==> config.mk <==
export PLATFORM = sky130hd
export DESIGN_NAME = crb_readout
export DESIGN_NICKNAME = d
export VERILOG_FILES = /design/src/crb_slot.v /design/src/crb_readout.v
export VERILOG_INCLUDE_DIRS = /design/src
export SDC_FILE = /design/constraint.sdc
export NUM_CORES = 1
export LEC_CHECK = 0
export BUFFER_PORTS_ARGS = -buffer_cell sky130_fd_sc_hd__buf_2
export CAP_MARGIN = 20
export CORE_MARGIN = 5
export CORE_UTILIZATION = 32
export DETAILED_ROUTE_END_ITERATION = 16
export SETUP_SLACK_MARGIN = 0.2
export SYNTH_ARGS = -nofsm -noshare
export SYNTH_HDL_FRONTEND = slang
export SYNTH_SLANG_ARGS = --single-unit
==> constraint.sdc <==
create_clock -name pclk -period 13.3 [get_ports pclk]
set_clock_uncertainty 0.05 [all_clocks]
set_input_delay 0.665 -clock pclk [delete_from_list [all_inputs] [get_ports pclk]]
set_output_delay 0.665 -clock pclk [all_outputs]
set_load 0.01 [all_outputs]
==> src/crb_defines.vh <==
// Register indices, field positions and reset values of the receive buffer readout
`ifndef CRB_DEFINES_VH
`define CRB_DEFINES_VH

// Register indices; byte address is four times the index
`define CRB_IDX_RX0_SIDH  7'h61
`define CRB_IDX_RX0_SIDL  7'h62
`define CRB_IDX_RX0_EIDH  7'h63
`define CRB_IDX_RX0_EIDL  7'h64
`define CRB_IDX_RX0_DLC   7'h65
`define CRB_IDX_RX0_D0    7'h66
`define CRB_IDX_RX1_SIDH  7'h71
`define CRB_IDX_RX1_SIDL  7'h72
`define CRB_IDX_RX1_EIDH  7'h73
`define CRB_IDX_RX1_EIDL  7'h74
`define CRB_IDX_RX1_DLC   7'h75
`define CRB_IDX_RX1_D0    7'h76
`define CRB_IDX_CTRL      7'h40
`define CRB_IDX_STAT      7'h41

// Offsets inside one buffer, counted from the index below the identifier-high byte
`define CRB_OFF_SIDH      4'h1
`define CRB_OFF_SIDL      4'h2
`define CRB_OFF_EIDH      4'h3
`define CRB_OFF_EIDL      4'h4
`define CRB_OFF_DLC       4'h5
`define CRB_OFF_D0        4'h6
`define CRB_OFF_D7        4'hD

// Identifier-low byte field positions
`define CRB_SIDL_STD_POS  5
`define CRB_SIDL_SRR_POS  4
`define CRB_SIDL_IDE_POS  3
`define CRB_SIDL_EXT_POS  0

// Length byte field positions
`define CRB_DLC_RTR_POS   6
`define CRB_DLC_RSV_POS   4
`define CRB_DLC_LEN_POS   0

// Control register bits and reset value
`define CRB_CTRL_EN0_POS  0
`define CRB_CTRL_EN1_POS  1
`define CRB_CTRL_RESET    8'h03

// Status register bits and reset value
`define CRB_STAT_FULL0_POS 0
`define CRB_STAT_FULL1_POS 1
`define CRB_STAT_OVF0_POS  2
`define CRB_STAT_OVF1_POS  3
`define CRB_STAT_RESET     4'h0

`endif

==> src/crb_slot.v <==
// One receive message buffer with its byte read view
`timescale 1ns/100ps
`default_nettype none
`include "crb_defines.vh"

module crb_slot (
  input  wire        pclk,
  input  wire        load,
  input  wire [10:0] std_identifier,
  input  wire        srr,
  input  wire        ide,
  input  wire [17:0] ext_identifier,
  input  wire        rtr,
  input  wire        reserved_flag_one,
  input  wire        reserved_flag_zero,
  input  wire [3:0]  dlc,
  input  wire [63:0] data,
  input  wire [3:0]  rd_off,
  output reg  [7:0]  rd_byte
);

  reg  [10:0] std_id_r;
  reg         srr_r;
  reg         ide_r;
  reg  [17:0] ext_id_r;
  reg         rtr_r;
  reg  [1:0]  rsv_r;
  reg  [3:0]  dlc_r;
  reg  [7:0]  data_r [0:7];
  wire [3:0]  data_idx;
  integer     m;

  assign data_idx = rd_off - `CRB_OFF_D0;

  // Storage has no reset; contents are undefined until the first load
  always @(posedge pclk) begin
    if (load) begin
      std_id_r <= std_identifier;
      srr_r    <= srr;
      ide_r    <= ide;
      ext_id_r <= ext_identifier;
      rtr_r <= rtr;
      rsv_r <= {reserved_flag_one, reserved_flag_zero};
      dlc_r <= dlc;
      for (m = 0; m < 8; m = m + 1) begin
        data_r[m] <= data[8*m +: 8];
      end
    end
  end

  // Byte view of the stored frame
  always @* begin
    rd_byte = 8'h00;
    case (rd_off)
      `CRB_OFF_SIDH: rd_byte = std_id_r[10:3];
      `CRB_OFF_SIDL: begin
        rd_byte[`CRB_SIDL_STD_POS +: 3] = std_id_r[2:0];
        rd_byte[`CRB_SIDL_SRR_POS]      = srr_r;
        rd_byte[`CRB_SIDL_IDE_POS]      = ide_r;
        rd_byte[`CRB_SIDL_EXT_POS +: 2] = ext_id_r[17:16];
        rd_byte[2]                      = 1'b0;
      end
      `CRB_OFF_EIDH: rd_byte = ext_id_r[15:8];
      `CRB_OFF_EIDL: rd_byte = ext_id_r[7:0];
      `CRB_OFF_DLC: begin
        rd_byte[`CRB_DLC_RTR_POS]      = rtr_r;
        rd_byte[`CRB_DLC_RSV_POS +: 2] = rsv_r;
        rd_byte[`CRB_DLC_LEN_POS +: 4] = dlc_r;
        rd_byte[7]                     = 1'b0;
      end
      default: begin
        if (rd_off >= `CRB_OFF_D0 && rd_off <= `CRB_OFF_D7) begin
          rd_byte = data_r[data_idx[2:0]];
        end
      end
    endcase
  end

endmodule
`default_nettype wire

==> src/crb_readout.v <==
// APB readout of the two receive message buffers
//
// Added by the designer: the APB register port.
`timescale 1ns/100ps
`default_nettype none
`include "crb_defines.vh"

module crb_readout #(
  parameter ADDR_W = 9
) (
  input  wire              pclk,
  input  wire              presetn,
  input  wire              psel,
  input  wire              penable,
  input  wire              pwrite,
  input  wire [ADDR_W-1:0] paddr,
  input  wire [31:0]       pwdata,
  output wire [31:0]       prdata,
  output wire              pready,
  output wire              pslverr,
  input  wire              rx0_load,
  input  wire [10:0]       rx0_std_identifier,
  input  wire              rx0_srr,
  input  wire              rx0_ide,
  input  wire [17:0]       rx0_ext_identifier,
  input  wire              rx0_rtr,
  input  wire              rx0_reserved_flag_one,
  input  wire              rx0_reserved_flag_zero,
  input  wire [3:0]        rx0_dlc,
  input  wire [63:0]       rx0_data,
  input  wire              rx1_load,
  input  wire [10:0]       rx1_std_identifier,
  input  wire              rx1_srr,
  input  wire              rx1_ide,
  input  wire [17:0]       rx1_ext_identifier,
  input  wire              rx1_rtr,
  input  wire              rx1_reserved_flag_one,
  input  wire              rx1_reserved_flag_zero,
  input  wire [3:0]        rx1_dlc,
  input  wire [63:0]       rx1_data,
  output wire              rx0_full,
  output wire              rx1_full
);

  // Word index of a buffer register: offset from base, or 0 when outside
  function [3:0] buf_off;
    input [6:0] idx;
    input [6:0] base;
    reg   [6:0] diff;
    begin
      diff = idx - base;
      if (idx > base && diff <= {3'b000, `CRB_OFF_D7}) begin
        buf_off = diff[3:0];
      end else begin
        buf_off = 4'h0;
      end
    end
  endfunction

  // Set-over-clear update of a sticky flag
  function sticky;
    input cur;
    input set;
    input clr;
    begin
      sticky = set | (cur & ~clr);
    end
  endfunction

  localparam [6:0] RX0_BASE = `CRB_IDX_RX0_SIDH - 7'h01;
  localparam [6:0] RX1_BASE = `CRB_IDX_RX1_SIDH - 7'h01;

  reg  [31:0] prdata_r;
  reg  [31:0] prdata_nxt;
  reg  [7:0]  ctrl_r;
  reg  [7:0]  ctrl_nxt;
  reg  [3:0]  stat_r;
  reg  [3:0]  stat_nxt;

  wire [6:0]  word_idx;
  wire        aligned;
  wire [3:0]  off0;
  wire [3:0]  off1;
  wire        hit0;
  wire        hit1;
  wire        hit_ctrl;
  wire        hit_stat;
  wire        mapped;
  wire        setup;
  wire        access;
  wire        wr_ctrl;
  wire        wr_stat;
  wire [7:0]  byte0;
  wire [7:0]  byte1;
  wire        en0;
  wire        en1;
  wire        take0;
  wire        take1;
  wire        lost0;
  wire        lost1;
  wire [3:0]  clr_stat;

  // Address decode
  assign word_idx = paddr[8:2];
  assign aligned  = (paddr[1:0] == 2'b00);
  assign off0     = buf_off(word_idx, RX0_BASE);
  assign off1     = buf_off(word_idx, RX1_BASE);
  assign hit0     = aligned && (off0 != 4'h0);
  assign hit1     = aligned && (off1 != 4'h0);
  assign hit_ctrl = aligned && (word_idx == `CRB_IDX_CTRL);
  assign hit_stat = aligned && (word_idx == `CRB_IDX_STAT);
  assign mapped   = hit0 | hit1 | hit_ctrl | hit_stat;

  // Bus phases; zero wait states
  assign setup   = psel & ~penable;
  assign access  = psel & penable;
  assign pready  = 1'b1;
  assign pslverr = access & ~mapped;
  assign prdata  = prdata_r;

  // Only the control and status words accept writes
  assign wr_ctrl  = access & pwrite & hit_ctrl;
  assign wr_stat  = access & pwrite & hit_stat;
  assign clr_stat = wr_stat ? pwdata[3:0] : 4'h0;

  // Frame acceptance per buffer
  assign en0   = ctrl_r[`CRB_CTRL_EN0_POS];
  assign en1   = ctrl_r[`CRB_CTRL_EN1_POS];
  assign take0 = rx0_load & en0 & ~stat_r[`CRB_STAT_FULL0_POS];
  assign take1 = rx1_load & en1 & ~stat_r[`CRB_STAT_FULL1_POS];
  assign lost0 = rx0_load & en0 & stat_r[`CRB_STAT_FULL0_POS];
  assign lost1 = rx1_load & en1 & stat_r[`CRB_STAT_FULL1_POS];

  assign rx0_full = stat_r[`CRB_STAT_FULL0_POS];
  assign rx1_full = stat_r[`CRB_STAT_FULL1_POS];

  // Buffer 0 storage
  crb_slot u_slot0 (
    .pclk               (pclk),
    .load               (take0),
    .std_identifier     (rx0_std_identifier),
    .srr                (rx0_srr),
    .ide                (rx0_ide),
    .ext_identifier     (rx0_ext_identifier),
    .rtr                (rx0_rtr),
    .reserved_flag_one  (rx0_reserved_flag_one),
    .reserved_flag_zero (rx0_reserved_flag_zero),
    .dlc                (rx0_dlc),
    .data               (rx0_data),
    .rd_off             (off0),
    .rd_byte            (byte0)
  );

  // Buffer 1 storage
  crb_slot u_slot1 (
    .pclk               (pclk),
    .load               (take1),
    .std_identifier     (rx1_std_identifier),
    .srr                (rx1_srr),
    .ide                (rx1_ide),
    .ext_identifier     (rx1_ext_identifier),
    .rtr                (rx1_rtr),
    .reserved_flag_one  (rx1_reserved_flag_one),
    .reserved_flag_zero (rx1_reserved_flag_zero),
    .dlc                (rx1_dlc),
    .data               (rx1_data),
    .rd_off             (off1),
    .rd_byte            (byte1)
  );

  // Read data captured in the setup phase
  always @* begin
    prdata_nxt = prdata_r;
    if (setup && !pwrite) begin
      prdata_nxt = 32'h00000000;
      if (hit0) begin
        prdata_nxt[7:0] = byte0;
      end else if (hit1) begin
        prdata_nxt[7:0] = byte1;
      end else if (hit_ctrl) begin
        prdata_nxt[7:0] = ctrl_r;
      end else if (hit_stat) begin
        prdata_nxt[3:0] = stat_r;
      end
    end
  end

  // Control register; buffer words take no write
  always @* begin
    ctrl_nxt = ctrl_r;
    if (wr_ctrl) begin
      ctrl_nxt = {6'b000000, pwdata[1:0]};
    end
  end

  // Full and overflow flags; hardware set wins over a write-one clear
  always @* begin
    stat_nxt = stat_r;
    stat_nxt[`CRB_STAT_FULL0_POS] = sticky(stat_r[`CRB_STAT_FULL0_POS], take0,
                                           clr_stat[`CRB_STAT_FULL0_POS]);
    stat_nxt[`CRB_STAT_FULL1_POS] = sticky(stat_r[`CRB_STAT_FULL1_POS], take1,
                                           clr_stat[`CRB_STAT_FULL1_POS]);
    stat_nxt[`CRB_STAT_OVF0_POS]  = sticky(stat_r[`CRB_STAT_OVF0_POS], lost0,
                                           clr_stat[`CRB_STAT_OVF0_POS]);
    stat_nxt[`CRB_STAT_OVF1_POS]  = sticky(stat_r[`CRB_STAT_OVF1_POS], lost1,
                                           clr_stat[`CRB_STAT_OVF1_POS]);
  end

  always @(posedge pclk or negedge presetn) begin
    if (!presetn) begin
      prdata_r <= 32'h00000000;
      ctrl_r   <= `CRB_CTRL_RESET;
      stat_r   <= `CRB_STAT_RESET;
    end else begin
      prdata_r <= prdata_nxt;
      ctrl_r   <= ctrl_nxt;
      stat_r   <= stat_nxt;
    end
  end

endmodule
`default_nettype wire

# Word level (Yosys, flattened, before mapping)
# Memory sizes are Yosys's and may differ from the RTL's.
# Index checks and enable logic that the tools add are counted.
[word_totals] register_bits=90 in_bits=252 n_memories=2 output_inout_bits=36 wordCells=102 ram_bits=128
[memory_table] memory="u_slot0.data_r" depth=8 width=8 rd=1 rd_ports_with_merged_regs=0 wr=8 line="crb_slot.v:29" text="reg [7:0] data_r [0:7];"
[memory_table] memory="u_slot1.data_r" depth=8 width=8 rd=1 rd_ports_with_merged_regs=0 wr=8 line="crb_slot.v:29"
[op_classes] reduce_logical=13 order_cmp=8 bitwise_logic=31 mux=15 eq_ne=12 n_addsub=4
[ops] op="$pmux W8 S5" count=2
[ops] op="$mux W8" count=4
[ops] op="$mux W4" count=5
[ops] op="$and A1 B1 Y1" count=16
[ops] op="$eq A4 B2 Y1 const B" count=4
[ops] op="$eq A4 B3 Y1 const B" count=4
[ops] op="$eq A7 B7 Y1 const B" count=2
[ops] op="$gt A7 B7 Y1 const B" count=2
[ops] op="$le A7 B4 Y1 const B" count=2
[ops] op="$sub A7 B7 Y7 const B" count=2
[ops] op="$logic_and A1 B1 Y1" count=9
[ops] op="$eq A4 B1 Y1 const B" count=2
[ops] op="$ge A4 B3 Y1 const B" count=2
[ops] op="$le A4 B4 Y1 const B" count=2
[ops] op="$not A1 Y1" count=8
[ops] op="$reduce_bool A4 Y1" count=2
[ops] op="$or A1 B1 Y1" count=7
[ops] op="$sub A3 B3 Y3 const B" count=2
[ops] op="$mux W1" count=4
[ops] op="$logic_not A2 Y1" count=1
[ops] op="$logic_not A1 Y1" count=1

# Depth between registers and ports, before layout
[depth] word_depth=11 mapped_depth=10 mapped_depth_nobuf=9

# By module
# Synthesis repeated with hierarchy kept, for this count alone.
[hier_totals] hier_cells=559 area_unflattened_um2=9143.8
[modules_own_cells] mod="crb_slot" instances=2 cells_per_inst=211 area_each_um2=3971.3
[modules_own_cells] mod="crb_readout" instances=1 cells_per_inst=137 area_each_um2=1201.2

# Worst setup path before layout
# OpenSTA, ideal clock, no wires.
[synth_path] path_type="input -> register" start="in rx0_load" end="mem u_slot0.data_r[0][0], enable pin" setup_slack_ps=7690 setup_ps=566 cell_stages=2 required_time_ps=12684 path_buffers=0 arrival_time_ps=4994 cell_sequence="nand2_1 -> nor2_1"
[synth_lines] item="from (decl)" line="crb_readout.v:21" text="input wire rx0_load,"
[synth_lines] item="to (decl)" line="crb_slot.v:29"

# Worst setup path in the final report
[layout_path] start="in paddr[2]" end="out pslverr"
[layout_via] elab_chain_cells=11 word_cells_on_any_way=23 classes_between="2 x add/sub; 4 x order compare; 2 x eq/ne; 2 x mux; 5 x bitwise; 8 x reduce/logical"
[layout_lines] item="from (decl)" line="crb_readout.v:16" text="input wire [ADDR_W-1:0] paddr,"
[layout_lines] item="$sub A7 B7 Y7" line="crb_readout.v:51" text="diff = idx - base;"
[layout_lines] item="$le A7 B4 Y1" line="crb_readout.v:52" text="if (idx > base && diff <= {3'b000, `CRB_OFF_D7}) begin"
[layout_lines] item="$logic_and A1 B1 Y1" line="crb_readout.v:52"
[layout_lines] item="$mux W4" line="crb_readout.v:52"
[layout_lines] item="$reduce_bool A4 Y1, on equally long branches" line="crb_readout.v:108, crb_readout.v:109"
[layout_lines] item="$logic_and A1 B1 Y1, on equally long branches" line="crb_readout.v:108, crb_readout.v:109"
[layout_lines] item="$or A1 B1 Y1 (2 in series)" line="crb_readout.v:112" text="assign mapped = hit0 | hit1 | hit_ctrl | hit_stat;"
[layout_lines] item="$or A1 B1 Y1 (*)" line="crb_readout.v:112"
[layout_lines] item="$not A1 Y1 (*)" line="crb_readout.v:118" text="assign pslverr = access & ~mapped;"
[layout_lines] item="$and A1 B1 Y1 (*)" line="crb_readout.v:118"
[layout_lines] item="to (decl)" line="crb_readout.v:20" text="output wire pslverr,"
# Mark *: on every way between the ends. The rest lies on a longest branch, timed or not.

==> results by stage <==
Drt:
- The post-route antenna net violation count is 0.
- The remaining routing DRC violations is 0.
- The routed layout has ~6,100 vias.
- The first-pass iteration count of the detailed router is 5.
- The average wire per cell in the routed design is 21.54 µm.
- After the first detailed-routing iteration, the DRC count stood at about 320.
- Dividing the detail-routed via count by the number of cells gives 4.887.
- The detailed-route wire length is around 27 mm.

Status:
- The run finished with clean final reports.

Floorplanning:
- The core outline area is around 29,000 µm².
- From left edge to right edge, the die measures 180.1 µm.
- The effective utilization at floorplan is 32.35%.
- The die is roughly 180 µm tall.
- The die covers 32,440 µm².
- After floorplanning, the core was divided into between 60 and 70 placement rows.
- The I/O pin total is 288.

Clocking:
- After clock tree synthesis, the clock-pin slew on the worst setup and hold paths is about 0.060 ns.
- At the later pin of the worst-skew pair, clock insertion delay measures 0.52 ns.
- Clock tree synthesis selected as its root buffer the cell sky130_fd_sc_hd__clkbuf_16.
- CTS built an H-tree with a depth of 1.
- TritonCTS created 25 clock buffers.
- Buffers inserted to repair hold after CTS numbered 1.
- The clock tree buffer depth is 3.
- The total setup buffers inserted after CTS is 0.
- The number of sinks on the clock net is 218.
- TritonCTS built the clock tree.
- The number of gates resized after CTS was 0.

Timing:
- The final-report setup violation count is 0.
- The worst pin sits at a relative slew slack of 37.34%.
- The top achievable clock speed is roughly 240 MHz.
- Setup slack closes at about 9 ns.
- The final critical path takes up about a third of the cycle.
- At the pin with the least slew margin, the transition time is approximately 0.9 ns.
- The worst path in the final design needs a cycle of roughly 4.3 ns, including I/O delays and setup.
- Setup repair after global routing left no endpoint under its margin.
- Final hold analysis gives a worst-case slack of 0.2657 ns.
- The setup TNS after final layout is 0 ns.
- The number of hold violations in the final report is 0.
- The max-slew violation total from the final report is 0.

Synthesis:
- The number of synthesized flops with an enable pin is 204.
- The synthesized netlist contains 73 unique library cells.
- The synthesized area per cell is 15.28 µm².
- The number of flip-flops and latches in the synthesized netlist is 218.
- Sequential cells were found to cover 69.97% of the synthesized design area.
- The netlist area before placement is approximately 9300 µm².
- The warning count from the yosys run is 0.
- Counting flops with an async set or reset pin after synthesis yields a share of around 6.4%.
- The number of instances in the synthesized netlist is approximately 600.
- The most common flop cell mapped by yosys is sky130_fd_sc_hd__edfxtp_1.

Hold path:
- The type of the tightest min-delay check is in -> reg.
- The worst hold path cell count is 1.

Worst setup path:
- The largest fanout on the critical path is just over 50.
- The type of origin of the critical path is an input pin.
- The worst register-to-register path begins at ctrl_r[1].
- The worst setup path category is in -> out.
- The endpoint of the lowest-slack register-to-register path is u_slot1.ext_id_r[13].
- In this run the worst setup path begins at paddr[2].
- For the worst flop-to-flop path, the logic depth is 3.
- The end of the critical path is pslverr.
- The data arrival time of the critical path is roughly 3.5 ns.
- The required time at the endpoint of the critical path is around 13 ns.
- The worst-case register-to-register setup slack is ~11 ns.
- The type of element capturing the critical path is a primary output.

Power and ir drop:
- The largest voltage drop on the vdd net is approximately 110 µV.
- In this run the power spent charging and discharging nets is about 0.32 mW.
- The logic gate share of total power is between 6 and 7%.
- Net switching is approximately 22% of the power.
- Registers are responsible for slightly above 50% of the overall power.
- In this run, the clock network consumes a little over two fifths of the power.
- Power spread over the standard cell area amounts to ~130 nW/µm².
- For this design the static power due to leakage is between 4 and 5 nW.
- The internal power contribution is 1.160 mW.

Global routing:
- The initial antenna violation count is 10.
- The via count of the first global-routing pass came to about 6,200.
- The first global-routing pass estimated between 30 and 40 mm of wire.
- The total global routing overflow is 0.
- The largest net degree at the start of global routing is just over 70.
- In the global route stage, overall resource usage came out at between 15 and 20%.

Place:
- The placer's final routability congestion estimate is 0.7858.
- The half-perimeter wire length after detailed placement is between 15 and 20 mm.
- Summing all placed instances gives a cell area of ~11,000 µm².
- At the placement stage, the worst setup path has a slack of 8.882 ns.
- Port buffering added about 230 buffers.

Final layout:
- Measured on the finished design, the core utilization comes to roughly two fifths.
- Fill cells in the final layout number around 2,700.
- The net count of the finished layout is 1,104.
- The area taken by flip-flops and latches is ~6500 µm².
- The signed area change from the synthesized netlist to the final layout is 24.11%.
- Summing all non-filler instances in the final layout gives an area of 11,490 µm².
- In the final layout, the share of cells above drive strength 1 is between 30% and 40%.
- In the final layout, the multi-input gates occupy 2545 µm².

Run:
- The tool flagged a number of max-cap violations equal to 0.
==> worst max-delay path, cell delays in order <==
cell	delay [ns]
sky130_fd_sc_hd__buf_4	0.42
sky130_fd_sc_hd__buf_4	0.71
sky130_fd_sc_hd__o211a_1	0.27
sky130_fd_sc_hd__a2bb2oi_2	0.26
sky130_fd_sc_hd__nand2b_1	0.48
sky130_fd_sc_hd__a21oi_1	0.27
sky130_fd_sc_hd__nor2_1	0.23
sky130_fd_sc_hd__buf_2	0.17
==> power groups by stage <==
stage          Clock (mW)  Combinational (mW)  Sequential [mW]
2_1_floorplan           0              0.0479            0.773
3_3_place_gp            0              0.0990            0.771
4_1_cts             0.642               0.100            0.757
6_report            0.626              0.0993            0.757
5_1_grt             0.669               0.108            0.758
3_5_place_dp            0              0.0997            0.772
==> cells by family after synthesis <==
| family | share of synthesized area (%) |
|---|---|
| muxes | 6.405 |
| AOI/OAI and AO/OA | 11.19 |
| DFF | 69.97 |
| buffers and inverters | 3.635 |
| other | 0.08111 |
| adders and majority gates | 0.9459 |
| and+or+nand+nor | 7.770 |
==> layer usage <==
metal	vias to the layer above	wire, µm	GRT usage (%)
li1	2834	-	-
met5	-	81	0
met2	250	12410	25.03
met4	14	593	3.721
met1	2948	11760	21.49
met3	48	2014	4.421
==> flip-flops by register name, indices dropped and copies added, names as in the netlist, 2 cells and up <==
name and cells:
prdata 8, ctrl_r 2, u_slot0.std_id_r 11, u_slot1.rsv_r 2, u_slot1.std_id_r 11, u_slot0.ext_id_r 18
u_slot0.dlc_r 4, u_slot1.data_r 64, u_slot1.ext_id_r 18, u_slot1.dlc_r 4, stat_r 4, u_slot0.rsv_r 2
u_slot0.data_r 64
==> worst min-delay path by stage <==
stage | start | end
after floorplan | presetn | prdata[0]
after global placement | prdata[3] | prdata[3]
after detailed placement | prdata[3] | prdata[3]
after CTS | rx0_std_identifier[9] | u_slot0.std_id_r[9]
after global routing | rx1_data[10] | u_slot1.data_r[1][2]
final | rx0_std_identifier[9] | u_slot0.std_id_r[9]
==> synth_stat cells, types with 3 or more instances <==
| cell type | count | share of area (%) |
|---|---|---|
| sky130_fd_sc_hd__nand3_1 | 4 | 0.22 |
| sky130_fd_sc_hd__buf_4 | 28 | 2.3 |
| sky130_fd_sc_hd__nor3b_1 | 3 | 0.24 |
| sky130_fd_sc_hd__nor3_1 | 12 | 0.65 |
| sky130_fd_sc_hd__nor2b_1 | 13 | 0.88 |
| sky130_fd_sc_hd__a32o_1 | 5 | 0.54 |
| sky130_fd_sc_hd__a21oi_1 | 28 | 1.5 |
| sky130_fd_sc_hd__a31oi_1 | 4 | 0.27 |
| sky130_fd_sc_hd__ha_1 | 7 | 0.95 |
| sky130_fd_sc_hd__mux4_2 | 4 | 0.97 |
| sky130_fd_sc_hd__mux2i_1 | 39 | 4.2 |
| sky130_fd_sc_hd__mux2_2 | 10 | 1.2 |
| sky130_fd_sc_hd__dfrtp_1 | 12 | 3.2 |
| sky130_fd_sc_hd__o22a_1 | 4 | 0.38 |
| sky130_fd_sc_hd__edfxtp_1 | 204 | 66 |
| sky130_fd_sc_hd__o211ai_1 | 8 | 0.65 |
| sky130_fd_sc_hd__nand2b_1 | 9 | 0.61 |
| sky130_fd_sc_hd__and2_1 | 5 | 0.34 |
| sky130_fd_sc_hd__clkbuf_1 | 6 | 0.24 |
| sky130_fd_sc_hd__o221ai_1 | 6 | 0.57 |
| sky130_fd_sc_hd__and3b_1 | 4 | 0.38 |
| sky130_fd_sc_hd__nor4_1 | 5 | 0.34 |
| sky130_fd_sc_hd__o31ai_1 | 4 | 0.32 |
| sky130_fd_sc_hd__or3_1 | 3 | 0.20 |
| sky130_fd_sc_hd__buf_2 | 14 | 0.76 |
| sky130_fd_sc_hd__buf_1 | 3 | 0.12 |
| sky130_fd_sc_hd__nor2_1 | 24 | 0.97 |
| sky130_fd_sc_hd__inv_1 | 3 | 0.12 |
| sky130_fd_sc_hd__a22oi_1 | 12 | 0.97 |
| sky130_fd_sc_hd__o21ai_0 | 24 | 1.3 |
| sky130_fd_sc_hd__nand3b_1 | 6 | 0.49 |
| sky130_fd_sc_hd__o22ai_1 | 13 | 0.88 |
| sky130_fd_sc_hd__a211oi_1 | 3 | 0.24 |
| sky130_fd_sc_hd__nand2_1 | 26 | 1.1 |
| sky130_fd_sc_hd__a221oi_1 | 4 | 0.38 |
==> cell type report <==
class                           count  share of cell area [%]
Timing Repair Buffer              241                   10.69
Antenna cell                        3                 0.06533
Tap cell                          384                   4.181
Multi-Input combinational cell    356                   22.15
Clock inverter                     14                  0.8929
Inverter                            3                 0.09800
Sequential cell                   218                   56.38
Clock buffer                       28                   5.542
==> layout by cell type (no fill, tap or decap), types with 5 or more instances in the layout <==
cell and count:
sky130_fd_sc_hd__o21ai_0 24, sky130_fd_sc_hd__nor2_1 22, sky130_fd_sc_hd__and2_1 5, sky130_fd_sc_hd__o221ai_1 6, sky130_fd_sc_hd__nand3b_1 6, sky130_fd_sc_hd__mux2i_1 39, sky130_fd_sc_hd__nor2b_1 13, sky130_fd_sc_hd__nor4_1 5
sky130_fd_sc_hd__conb_1 25, sky130_fd_sc_hd__a32o_1 5, sky130_fd_sc_hd__o22ai_1 13, sky130_fd_sc_hd__o211ai_1 8, sky130_fd_sc_hd__clkbuf_16 25, sky130_fd_sc_hd__ha_1 7, sky130_fd_sc_hd__a22oi_1 12, sky130_fd_sc_hd__a21oi_1 28
sky130_fd_sc_hd__buf_4 7, sky130_fd_sc_hd__nand2b_1 9, sky130_fd_sc_hd__mux2_2 10, sky130_fd_sc_hd__clkinv_1 5, sky130_fd_sc_hd__buf_2 233, sky130_fd_sc_hd__nor3_1 12, sky130_fd_sc_hd__nand2_1 26, sky130_fd_sc_hd__dfrtp_1 12
sky130_fd_sc_hd__edfxtp_1 204
==> stage by stage <==
| stage | power [mW] | std cells |
|---|---|---|
| floorplan | 0.8207 | 629 |
| global placement | 0.8705 | 1201 |
| detailed placement | 0.8712 | 1201 |
| CTS | 1.499 | 1244 |
| global route | 1.535 | 1247 |
| finish | 1.482 | 1247 |
No activity file was read; power rests on OpenSTA's default activity.
